==> config.mk <==
export PLATFORM = sky130hd
export DESIGN_NAME = sar_adc_scan_sequencer
export DESIGN_NICKNAME = d
export VERILOG_FILES = /design/src/sar_adc_scan_sequencer.v /design/src/result_fifo.v
export VERILOG_INCLUDE_DIRS = /design/src
export SDC_FILE = /design/constraint.sdc
export NUM_CORES = 1
export LEC_CHECK = 0
export BUFFER_PORTS_ARGS = -buffer_cell sky130_fd_sc_hd__buf_4
export CAP_MARGIN = 20
export CORE_MARGIN = 2
export CORE_UTILIZATION = 52
export CTS_BUF_LIST = sky130_fd_sc_hd__clkbuf_8
export DETAILED_ROUTE_END_ITERATION = 7
export PLACE_DENSITY = 0.72
export SYNTH_ARGS = -nofsm -noshare
export SYNTH_HDL_FRONTEND = slang
export SYNTH_SLANG_ARGS = --single-unit
==> constraint.sdc <==
create_clock -name mclk_i -period 4.8 [get_ports mclk_i]
set_clock_uncertainty 0.1 [all_clocks]
set_input_delay 0.72 -clock mclk_i [delete_from_list [all_inputs] [get_ports mclk_i]]
set_output_delay 0.72 -clock mclk_i [all_outputs]
set_load 0.01 [all_outputs]
==> src/sar_seq_map.vh <==
// constants for the converter scan sequencer
`ifndef SAR_SEQ_MAP_VH
`define SAR_SEQ_MAP_VH
`define CONV_CLOCKS 6'h30
`define ACQ_DEFAULT 8'h04
`define REF_SUPPLY 2'h0
`define REF_HALF_SUPPLY 2'h1
`define REF_BANDGAP 2'h2
`define REF_EXTERNAL 2'h3
`define TEMP_CHANNEL 5'h10
`define PWR_ACTIVE 2'h0
`define PWR_SLEEP 2'h1
`define ST_IDLE 2'h0
`define ST_ACQ 2'h1
`define ST_CONV 2'h2
`define ST_DONE 2'h3
`endif

==> src/sar_adc_scan_sequencer.v <==
// scan sequencer and control of a 12-bit successive-approximation converter
// Notes on behaviour
// [RULE1] each conversion is given at least 18 converter clocks at up to 18 MHz.
// [RULE2] each conversion yields 12 bits and the sequence reaches one megasample per second; the code takes 48 clocks per conversion plus acquisition.
// [RULE3] a setting picks supply, half supply, bandgap or an external pin as reference.
// [RULE4] the acquisition window length is programmable.
// [RULE5] eight channels are sequenced, extendable to sixteen.
// [RULE6] scan steps through enabled channels with no idle cycles between them.
// [RULE7] channel switching comes from the state machine or from firmware selection.
// [RULE8] each channel keeps its own result buffer.
// [RULE9] each channel has its own sample time applied when it is converted.
// [RULE10] each result is checked against low and high limits, flagging out-of-range at once.
// [RULE11] the temperature sensor can be selected as a conversion input.
// [RULE12] conversions run only in active and sleep power states.
// [RULE13] the sequencer can drive the opamp switch controls.
// [RULE14] after the last enabled channel the scan is marked done and continuous mode restarts.
// [RULE15] the out-of-range flag stays until cleared and records the channel.
`include "sar_seq_map.vh"
`default_nettype none
module sar_adc_scan_sequencer #(
   parameter NCH = 16,
   parameter CW = 4,
   parameter AQW = 8
) (
   input wire mclk_i,
   input wire rst_i,
   input wire enable_i,
   input wire [1:0] power_mode_i,
   input wire continuous_i,
   input wire start_i,
   input wire fw_select_i,
   input wire [CW-1:0] fw_channel_i,
   input wire fw_convert_i,
   input wire wide_mode_i,
   input wire [NCH-1:0] chan_enable_i,
   input wire temp_select_i,
   input wire [1:0] ref_select_i,
   input wire [NCH*AQW-1:0] sample_time_i,
   input wire [11:0] limit_low_i,
   input wire [11:0] limit_high_i,
   input wire range_clear_i,
   input wire [3:0] opamp_switch_cfg_i,
   input wire opamp_seq_ctrl_i,
   input wire [3:0] opamp_fw_switch_i,
   input wire comp_bit_i,
   input wire [CW-1:0] read_channel_i,
   input wire fifo_ready_i,
   output reg [CW-1:0] mux_channel_o,
   output reg temp_route_o,
   output reg [1:0] ref_route_o,
   output reg sample_o,
   output reg [11:0] dac_code_o,
   output reg [3:0] first_opamp_switch_o,
   output reg [3:0] second_opamp_switch_o,
   output reg [11:0] read_result_o,
   output reg busy_o,
   output reg scan_done_o,
   output reg range_irq_o,
   output reg [CW:0] range_channel_o,
   output reg fifo_valid_o,
   output reg [16:0] fifo_data_o,
   output reg fifo_overflow_o
);
   reg [11:0] result_q [0:NCH-1];
   reg [1:0] state_q;
   reg [AQW-1:0] acq_cnt_q;
   reg [5:0] conv_cnt_q;
   reg [3:0] bit_q;
   reg [11:0] sar_q;
   reg [CW-1:0] chan_q;
   reg cmp_meta_q;
   reg cmp_q;
   reg scan_run_q;
   reg is_last_q;
   wire fifo_in_ready;
   wire fifo_out_valid;
   wire [16:0] fifo_out_data;
   reg push;
   integer i;

   wire [NCH-1:0] emask = wide_mode_i ? chan_enable_i : {8'h00, chan_enable_i[7:0]};
   // [RULE12] power gate
   wire pwr_ok = enable_i && (power_mode_i == `PWR_ACTIVE || power_mode_i == `PWR_SLEEP);

   // next enabled channel strictly after c, or first enabled if from_start; top bit set when none is found
   function [CW:0] next_chan;
      input [NCH-1:0] m;
      input [CW-1:0] c;
      input from_start;
      integer k;
      reg found;
      begin
         next_chan = {1'b1, {CW{1'b0}}};
         found = 1'b0;
         for (k = NCH - 1; k >= 0; k = k - 1) begin
            if (m[k] && (from_start || k > c)) begin
               next_chan = {1'b0, k[CW-1:0]};
               found = 1'b1;
            end
         end
      end
   endfunction

   wire [CW:0] first_ch = next_chan(emask, {CW{1'b0}}, 1'b1);
   wire [CW:0] after_ch = next_chan(emask, chan_q, 1'b0);
   wire [AQW-1:0] acq_len = sample_time_i[chan_q*AQW +: AQW];
   wire [11:0] trial = sar_q | (12'h800 >> bit_q);
   wire [11:0] final_code = cmp_q ? trial : sar_q;
   // four clocks per bit: dac register, then the two comparator sync flops
   wire [5:0] conv_len = `CONV_CLOCKS;

   result_fifo #(.WIDTH(17), .DEPTH(16), .AW(4)) u_fifo (
      .mclk_i(mclk_i),
      .rst_i(rst_i),
      .in_valid_i(push),
      .in_ready_o(fifo_in_ready),
      .in_data_i({temp_select_i, chan_q, final_code}),
      .out_valid_o(fifo_out_valid),
      .out_ready_i(fifo_ready_i),
      .out_data_o(fifo_out_data)
   );

   always @* begin
      push = (state_q == `ST_CONV) && (conv_cnt_q == conv_len - 6'h01);
   end

   always @(posedge mclk_i or posedge rst_i) begin
      if (rst_i) begin
         cmp_meta_q <= 1'b0;
         cmp_q <= 1'b0;
      end else begin
         cmp_meta_q <= comp_bit_i;
         cmp_q <= cmp_meta_q;
      end
   end

   always @(posedge mclk_i) begin
      // [RULE8] per-channel buffer
      if (push && !temp_select_i)
         result_q[chan_q] <= final_code;
   end

   always @(posedge mclk_i or posedge rst_i) begin
      if (rst_i) begin
         state_q <= `ST_IDLE;
         acq_cnt_q <= {AQW{1'b0}};
         conv_cnt_q <= 6'h00;
         bit_q <= 4'h0;
         sar_q <= 12'h000;
         chan_q <= {CW{1'b0}};
         scan_run_q <= 1'b0;
         is_last_q <= 1'b0;
         mux_channel_o <= {CW{1'b0}};
         temp_route_o <= 1'b0;
         ref_route_o <= `REF_SUPPLY;
         sample_o <= 1'b0;
         dac_code_o <= 12'h000;
         first_opamp_switch_o <= 4'h0;
         second_opamp_switch_o <= 4'h0;
         read_result_o <= 12'h000;
         busy_o <= 1'b0;
         scan_done_o <= 1'b0;
         range_irq_o <= 1'b0;
         range_channel_o <= {(CW+1){1'b0}};
         fifo_valid_o <= 1'b0;
         fifo_data_o <= 17'h00000;
         fifo_overflow_o <= 1'b0;
      end else begin
         scan_done_o <= 1'b0;
         fifo_valid_o <= fifo_out_valid;
         fifo_data_o <= fifo_out_data;
         read_result_o <= result_q[read_channel_i];
         // [RULE3] reference select
         ref_route_o <= ref_select_i;
         // [RULE11] temperature input
         temp_route_o <= temp_select_i;
         mux_channel_o <= chan_q;
         // [RULE13] opamp switch drive
         if (opamp_seq_ctrl_i) begin
            first_opamp_switch_o <= (state_q == `ST_ACQ) ? opamp_switch_cfg_i : 4'h0;
            second_opamp_switch_o <= (state_q == `ST_ACQ) ? opamp_switch_cfg_i : 4'h0;
         end else begin
            first_opamp_switch_o <= opamp_fw_switch_i;
            second_opamp_switch_o <= opamp_fw_switch_i;
         end
         // overflow drops a result; per-channel buffer still holds it unless it is a temperature result
         if (push && !fifo_in_ready)
            fifo_overflow_o <= 1'b1;
         else if (range_clear_i)
            fifo_overflow_o <= 1'b0;
         // [RULE15] sticky flag, set wins over clear
         if (push && (final_code < limit_low_i || final_code > limit_high_i)) begin
            // [RULE10] window compare
            range_irq_o <= 1'b1;
            range_channel_o <= {temp_select_i, chan_q};
         end else if (range_clear_i) begin
            range_irq_o <= 1'b0;
         end
         sample_o <= (state_q == `ST_ACQ);
         dac_code_o <= trial;
         busy_o <= (state_q != `ST_IDLE);
         case (state_q)
            `ST_IDLE: begin
               // [RULE7] firmware or sequencer selects channel
               if (pwr_ok && fw_select_i && fw_convert_i) begin
                  chan_q <= fw_channel_i;
                  scan_run_q <= 1'b0;
                  acq_cnt_q <= {AQW{1'b0}};
                  state_q <= `ST_ACQ;
               end else if (pwr_ok && !fw_select_i && start_i && !first_ch[CW]) begin
                  chan_q <= first_ch[CW-1:0];
                  scan_run_q <= 1'b1;
                  acq_cnt_q <= {AQW{1'b0}};
                  state_q <= `ST_ACQ;
               end
            end
            `ST_ACQ: begin
               // [RULE9] per-channel sample time
               if (!pwr_ok) begin
                  state_q <= `ST_IDLE;
               end else if (acq_cnt_q + 1'b1 >= acq_len) begin
                  // [RULE4] programmable aperture
                  state_q <= `ST_CONV;
                  conv_cnt_q <= 6'h00;
                  bit_q <= 4'h0;
                  sar_q <= 12'h000;
                  is_last_q <= after_ch[CW];
               end else begin
                  acq_cnt_q <= acq_cnt_q + 1'b1;
               end
            end
            `ST_CONV: begin
               // [RULE1] 48 clocks per conversion
               conv_cnt_q <= conv_cnt_q + 6'h01;
               // [RULE2] twelve bit trials
               // decide only once the synced comparator reflects the current trial
               if (bit_q < 4'hC && conv_cnt_q[1:0] == 2'h3) begin
                  if (cmp_q)
                     sar_q <= trial;
                  bit_q <= bit_q + 4'h1;
               end
               if (!pwr_ok) begin
                  state_q <= `ST_IDLE;
               end else if (push) begin
                  if (!scan_run_q) begin
                     state_q <= `ST_IDLE;
                  end else if (!is_last_q) begin
                     // [RULE6] no idle between channels
                     chan_q <= after_ch[CW-1:0];
                     acq_cnt_q <= {AQW{1'b0}};
                     state_q <= `ST_ACQ;
                  end else begin
                     state_q <= `ST_DONE;
                  end
               end
            end
            `ST_DONE: begin
               // [RULE14] scan end and restart
               scan_done_o <= 1'b1;
               if (continuous_i && pwr_ok && !first_ch[CW]) begin
                  // [RULE5] eight or sixteen inputs
                  chan_q <= first_ch[CW-1:0];
                  acq_cnt_q <= {AQW{1'b0}};
                  state_q <= `ST_ACQ;
               end else begin
                  scan_run_q <= 1'b0;
                  state_q <= `ST_IDLE;
               end
            end
            default: state_q <= `ST_IDLE;
         endcase
      end
   end
endmodule // sar_adc_scan_sequencer
`default_nettype wire

==> src/result_fifo.v <==
// parameterised result fifo with valid and ready on both sides
`default_nettype none
module result_fifo #(
   parameter WIDTH = 17,
   parameter DEPTH = 16,
   parameter AW = 4
) (
   input wire mclk_i,
   input wire rst_i,
   input wire in_valid_i,
   output wire in_ready_o,
   input wire [WIDTH-1:0] in_data_i,
   output wire out_valid_o,
   input wire out_ready_i,
   output wire [WIDTH-1:0] out_data_o
);
   reg [WIDTH-1:0] mem [0:DEPTH-1];
   reg [AW:0] wr_q;
   reg [AW:0] rd_q;
   wire full = (wr_q[AW-1:0] == rd_q[AW-1:0]) && (wr_q[AW] != rd_q[AW]);
   wire empty = (wr_q == rd_q);
   assign in_ready_o = !full;
   assign out_valid_o = !empty;
   assign out_data_o = mem[rd_q[AW-1:0]];
   always @(posedge mclk_i) begin
      if (in_valid_i && !full)
         mem[wr_q[AW-1:0]] <= in_data_i;
   end
   always @(posedge mclk_i or posedge rst_i) begin
      if (rst_i) begin
         wr_q <= {(AW+1){1'b0}};
         rd_q <= {(AW+1){1'b0}};
      end else begin
         if (in_valid_i && !full)
            wr_q <= wr_q + 1'b1;
         if (out_ready_i && !empty)
            rd_q <= rd_q + 1'b1;
      end
   end
endmodule // result_fifo
`default_nettype wire

==> impl_metrics.ini, run 1 <==
[detailed_routing]
totalWireLength_mm = 58.9
antenna_left = 0
drt-initial-drc-count = 1393
dr.pass1.iters = 5
viasPerCell = 5.92
vias = 13869
wl_per_cell_um = 25.2
drc = 0

[cts]
cts_sinks = 577
cts.clk_slew.worst_paths_ps = 70
clockBufferDepth = 3
cts_resized = 0
cts_root_buf = clkbuf_8
h-tree-depth = 3
cts_tree = done
numCtsBuffers = 88
post-cts-setup-buffers = 0
clk_latency_ps = 650
hold_buffers = 0

[pwr]
power_switching_uw = 3590
power_switching_share_pct = 28.3
clock_power_share_pct = 29.9
p_int_uw = 9080
total_power_uw = 12700
power_density_mw_per_mm2 = 438
seqPwrFrac_pct = 47.4
ir_drop_mv = 0.289
leakage_uw = 0.0112
combPwrFrac_pct = 22.7

[finish]
area_growth_pct = 18.6
fill_cells = 3354
ff_latch_area_mm2 = 0.0168
multi_input_area_mm2 = 0.00714
drive_above_1_share_pct = 37.6
nets = 1899
utilization_pct = 62.3

[logic_synthesis]
synth_warnings = 0
synth_cell_type_count = 73
synth-seq-cells = 577
synth_fp_nets = 1555
syn_area_mm2 = 0.0244
ys.flop_type = edfxtp_1
synth-edff-count = 464
synthCells = 1310
synth-async-reset-ratio_pct = 19.6
yosysSeqAreaShare_pct = 68.7
syn_area_per_cell_um2 = 18.6

[sta]
max_freq_mhz = 246
fin_tns_setup_ps = 0
slew_viol_final = 0
hold_viol = 0
layout_min_cycle_time_ps = 4060
rsz0062_at_grt = no
worstMarginPinSlew_ps = 1110
period_share_pct = 84.6
setup_viol = 0
max-slew-margin-rel_pct = 25.9

[critical_path]
critPathKind = register to register
path_cells = mux4_2 > mux4_2 > ha_1 > nand2b_1 > a211o_1 > a2111oi_4 > or4_1 > o21ai_0
cpMaxStageDelayCell = dfrtp_4
worstReg2RegStart = chan_q[0]
regToRegSetupSlack_ps = 740
cp-end-kind = register
r2r_end = state_q[1]
arrival_ps = 4450
max_stage_delay_ps = 740
ff2ff_path_depth = 8
cp_max_fo = 25
required_ps = 5190
startpoint_type = register
cpMostUsedCell = mux4_2

[place]
gp_congestion = 0.950
numPortBuffers = 266
dpl.hpwl_mm = 38.3

[hold_path]
hold_depth = 1
whs_endpoint = cmp_meta_q
min_from = comp_bit_i
hold_path_class = input port to register

[die]
floorplan.rows = 79
start_util_pct = 52.5
die_x_um = 221
core_mm2 = 0.0465
dieArea_mm2 = 0.0487
ios = 268
die_h_um = 221

[run]
cap_violations = 0

[status]
status = finished clean

[global_routing]
grt_pass1_vias = 14393
grt_max_degree = 88
antenna_found_initial = 4
grt_use_total_pct = 25.2
grt-ovfl-total = 0
grt_pass1_wl_mm = 88.3
## cells by family (layout without fill, tap and decap cells)
kind of cell               after synthesis  after routing  share of synthesized area, %
DFF                                    577            577                          68.7
and+or+nand+nor                        204            204                          4.30
muxes                                  193            193                          17.4
AOI/OAI and AO/OA                      152            152                          4.44
buffers and inverters                  117            537                          2.02
adders and majority gates               45             45                          2.30
xor gates and xnor gates                22             22                         0.790
other                                    0              4                             0
## sequential cells by signal (all words and copies together) (netlist names), 4 cells and up
name	cells
acq_cnt_q	8
bit_q	4
chan_q	4
conv_cnt_q	6
dac_code_o	12
fifo_data_o	17
mux_channel_o	4
range_channel_o	5
read_result_o	12
result_q	192
sar_q	12
second_opamp_switch_o	4
u_fifo.mem	272
u_fifo.rd_q	5
u_fifo.wr_q	5
## critical path: cells and delay by family, from the launching register on
family          cells  cell delay, ps
mux                 2            1060
compound gates      3             970
flops               1             740
simple gates        2             730
fa+ha+maj           1             270
## final cells by class
cell class	count	share of cell area (%)
sequential	577	58.0
tap	607	2.62
antenna	4	0.0346
multi-input combinational	616	24.7
timing repair buffer	319	8.28
clock inverter	72	1.25
inverter	52	0.692
clock buffer	94	4.47
## worst max-delay path by stage
stage	from	end	slack, ps
after floorplan	chan_q[0]	acq_cnt_q[5]	750
after global placement	chan_q[0]	acq_cnt_q[1]	760
after detailed placement	chan_q[0]	is_last_q	700
after CTS	chan_q[0]	acq_cnt_q[3]	730
after global routing	chan_q[0]	state_q[1]	460
final	chan_q[0]	state_q[1]	740
## cell usage in the layout (no fill, tap or decap), types with 9 or more instances in the layout
cell type,n
a22o_1,12
nor2_1,55
buf_4,319
edfxtp_1,464
and2_1,19
clkbuf_8,94
clkinv_1,13
o211ai_1,10
xnor2_1,9
nand4_1,9
dfrtp_1,109
a21oi_1,24
nand2_1,39
o21ai_0,31
a21o_1,12
nand3_1,21
ha_1,44
nor3_1,9
xor2_1,13
a31oi_1,9
nand2b_1,9
mux4_2,185
inv_1,92
## through the flow
step / worst slack, ps / std cells / hold slack [ps] / instance area (µm²)
finish: 742 / 2341 / 73.3 / 28900
global route: 462 / 2341 / 51.6 / 28900
CTS: 728 / 2337 / 25.9 / 28900
detailed placement: 703 / 2171 / 242 / 27300
global placement: 764 / 2171 / 236 / 27300
floorplan: 745 / 1310 / 231 / 24400
## routing by layer
metal	share of wire (%)	up-vias	global-route usage (%)
met5	0	-	0
met2	49	677	39.8
met4	4.4	0	12.5
met3	7.3	113	4.63
met1	40	7068	34.3
li1	-	6011	-
## cells in the mapped netlist (7+ instances only)
master    instances  share of area [%]
mux2_2            7               0.32
and2_1           19               0.49
nand4_1           9               0.23
a21oi_1          24               0.49
a31oi_1           9               0.23
buf_2            19               0.39
mux4_2          185                 17
nand2b_1          9               0.23
edfxtp_1        464                 57
nand2_1          39               0.60
o21ai_0          31               0.64
nor2_1           55               0.85
o211ai_1         10               0.31
a21o_1           12               0.37
dfrtp_1         113                 12
xnor2_1           9               0.32
inv_1            51               0.78
ha_1             44                2.3
clkbuf_1         30               0.46
a31o_2            8               0.29
xor2_1           13               0.47
buf_1             8               0.12
nor3_1            9               0.18
a22o_1           12               0.43
nand3_1          21               0.43
## power groups by stage
stage	Combinational, µW	Clock, µW	Sequential [µW]
floorplan	2110	0	5940
finish	2880	3790	6010
global route	3110	4100	6070
detailed placement	2910	0	6120
CTS	2910	3870	6020
global placement	2860	0	6120
(Power assumes the default switching activity.)
==> run 2, diff against run 1 <==
clock period = 4.1 ns   (was 4.8 ns; I/O delays follow)
==> impl_metrics.ini, run 2 (synthesized netlist as in run 1, its figures left out) <==
[status]
status = finished, violations left
failed_checks = negative hold slack

[hold_path]
hold_path_class = input port to async pin

[critical_path]
cp_max_fo = 17
ff2ff_path_depth = 11
required_ps = 4530
startpoint_type = register
regToRegSetupSlack_ps = 250
endpoint = acq_cnt_q[4]
arrival_ps = 4280
r2r_end = acq_cnt_q[4]
crit_path_start = chan_q[0]
cp-end-kind = register
critPathKind = register to register
worstReg2RegStart = chan_q[0]

[place]
place_inst = 2189
dpl_cell_area_mm2 = 0.0275
numPortBuffers = 266
gp_congestion = 0.926
dpl.hpwl_mm = 39.1
dp_slack_ps = 254

[finish]
largest_reg_flops = 272
final_cell_mix = 464 x edfxtp_1, 333 x buf_4, 185 x mux4_2
mostFrequentLayoutCell = edfxtp_1
fin_cells = 2357
drive_above_1_share_pct = 38.7
final_cell_area_mm2 = 0.0292
area_growth_pct = 19.9
nets = 1921

[global_routing]
grt-ovfl-total = 0
antenna_found_initial = 4
grt_pass1_wl_mm = 88.5
grt_use_total_pct = 25.3
grt_pass1_vias = 14445
grt_max_degree = 75

[sta]
fin_tns_setup_ps = 0
slew_viol_final = 0
rsz0062_at_grt = no
layout_min_cycle_time_ps = 3850
period_share_pct = 93.9
max-slew-margin-rel_pct = 28.5
worstMarginPinSlew_ps = 1070
setup_ws_ps = 251
whs_ps = -11.2
setup_viol = 0
max_freq_mhz = 260
hold_viol = 11

[detailed_routing]
drt-initial-drc-count = 1361
wl_met3_mm = 4.80
vias = 14076
antenna_left = 0
totalWireLength_mm = 59.9
dr.pass1.iters = 5
viasPerCell = 5.97
met1_length_mm = 23.8
routed.top_layer = met4
drc = 0
wl_per_cell_um = 25.4
dr_wl_met2_mm = 29.5

[pwr]
ir_drop_mv = 0.325
leakage_uw = 0.0113
power_density_mw_per_mm2 = 516

[cts]
cts_tree = done
cts_root_buf = clkbuf_8
clockBufferDepth = 3
clk_latency_ps = 660
h-tree-depth = 3
cts_sinks = 577
cts.clk_slew.worst_paths_ps = 70
numCtsBuffers = 89

[die]
start_util_pct = 52.5
die_h_um = 221
dieArea_mm2 = 0.0487
floorplan.rows = 79
die_x_um = 221
ios = 268
core_mm2 = 0.0465

[run]
cap_violations = 0
run 2: cell types whose count changed in the layout (fill, tap and decap cells not counted):
cell / before / now
clkbuf_8: 94 / 104
inv_6: 4 / 1
buf_4: 319 / 333
diode_2: 4 / 2
buf_12: 0 / 4
clkinv_2: 8 / 9
inv_1: 92 / 80
dlygate4sd3_1: 0 / 3
bufinv_16: 2 / 3
run 2: worst max-delay path, stage by stage, from the launching register on:
cell       delay (ps)
dfrtp_4           600
buf_4             340
mux4_2            540
mux4_2            550
inv_1              80
ha_1              220
nor2_1             90
nor2_1             70
a2111oi_4         380
nor3_1            160
or2_1             320
a22o_1            260
run 2: stage by stage:
stage	utilization, %	total power, µW
final	62.9	15100
after global routing	62.9	15800
after CTS	62.9	15200
after detailed placement	59.1	10600
after global placement	59.1	10500
after floorplan	-	9420
run 2: per-layer routing:
metal | up-vias | track usage (%)
met5 | - | 0
met4 | 0 | 10.1
met3 | 81 | 5.48
met2 | 692 | 40.3
met1 | 7259 | 34.4
li1 | 6044 | -
run 2: where the power goes:
group          leakage [µW]  switching (µW)  internal (µW)
Sequential          0.00590             264           6640
Combinational       0.00437            1780           1770
Clock               0.00101            2150           2500
Total                0.0113            4190          10900
run 2: cell type report:
class / count / area (µm²)
Timing Repair Buffer: 340 / 2610
Sequential cell: 577 / 16800
Multi-Input combinational cell: 616 / 7140
Inverter: 52 / 200
Tap cell: 607 / 759
Clock inverter: 59 / 327
Clock buffer: 104 / 1430
Antenna cell: 2 / 5.00
Fill cell: 3296 / 17200
run 2: timing repair:
item / CTS / global route
setup endpoints to repair: 0 / 0
hold endpoints to repair: 3 / 0
hold buffers: 3 / 0
resized for setup: 0 / 0
setup buffers: 0 / 0
run 2: worst min-delay path by stage:
stage,start,end,slack (ps)
2_1_floorplan,cmp_meta_q,cmp_q,230
3_3_place_gp,cmp_meta_q,cmp_q,240
3_5_place_dp,cmp_meta_q,cmp_q,230
4_1_cts,rst_i,fifo_valid_o,5
5_1_grt,rst_i,fifo_valid_o,40
6_report,rst_i,ref_route_o[0],-10
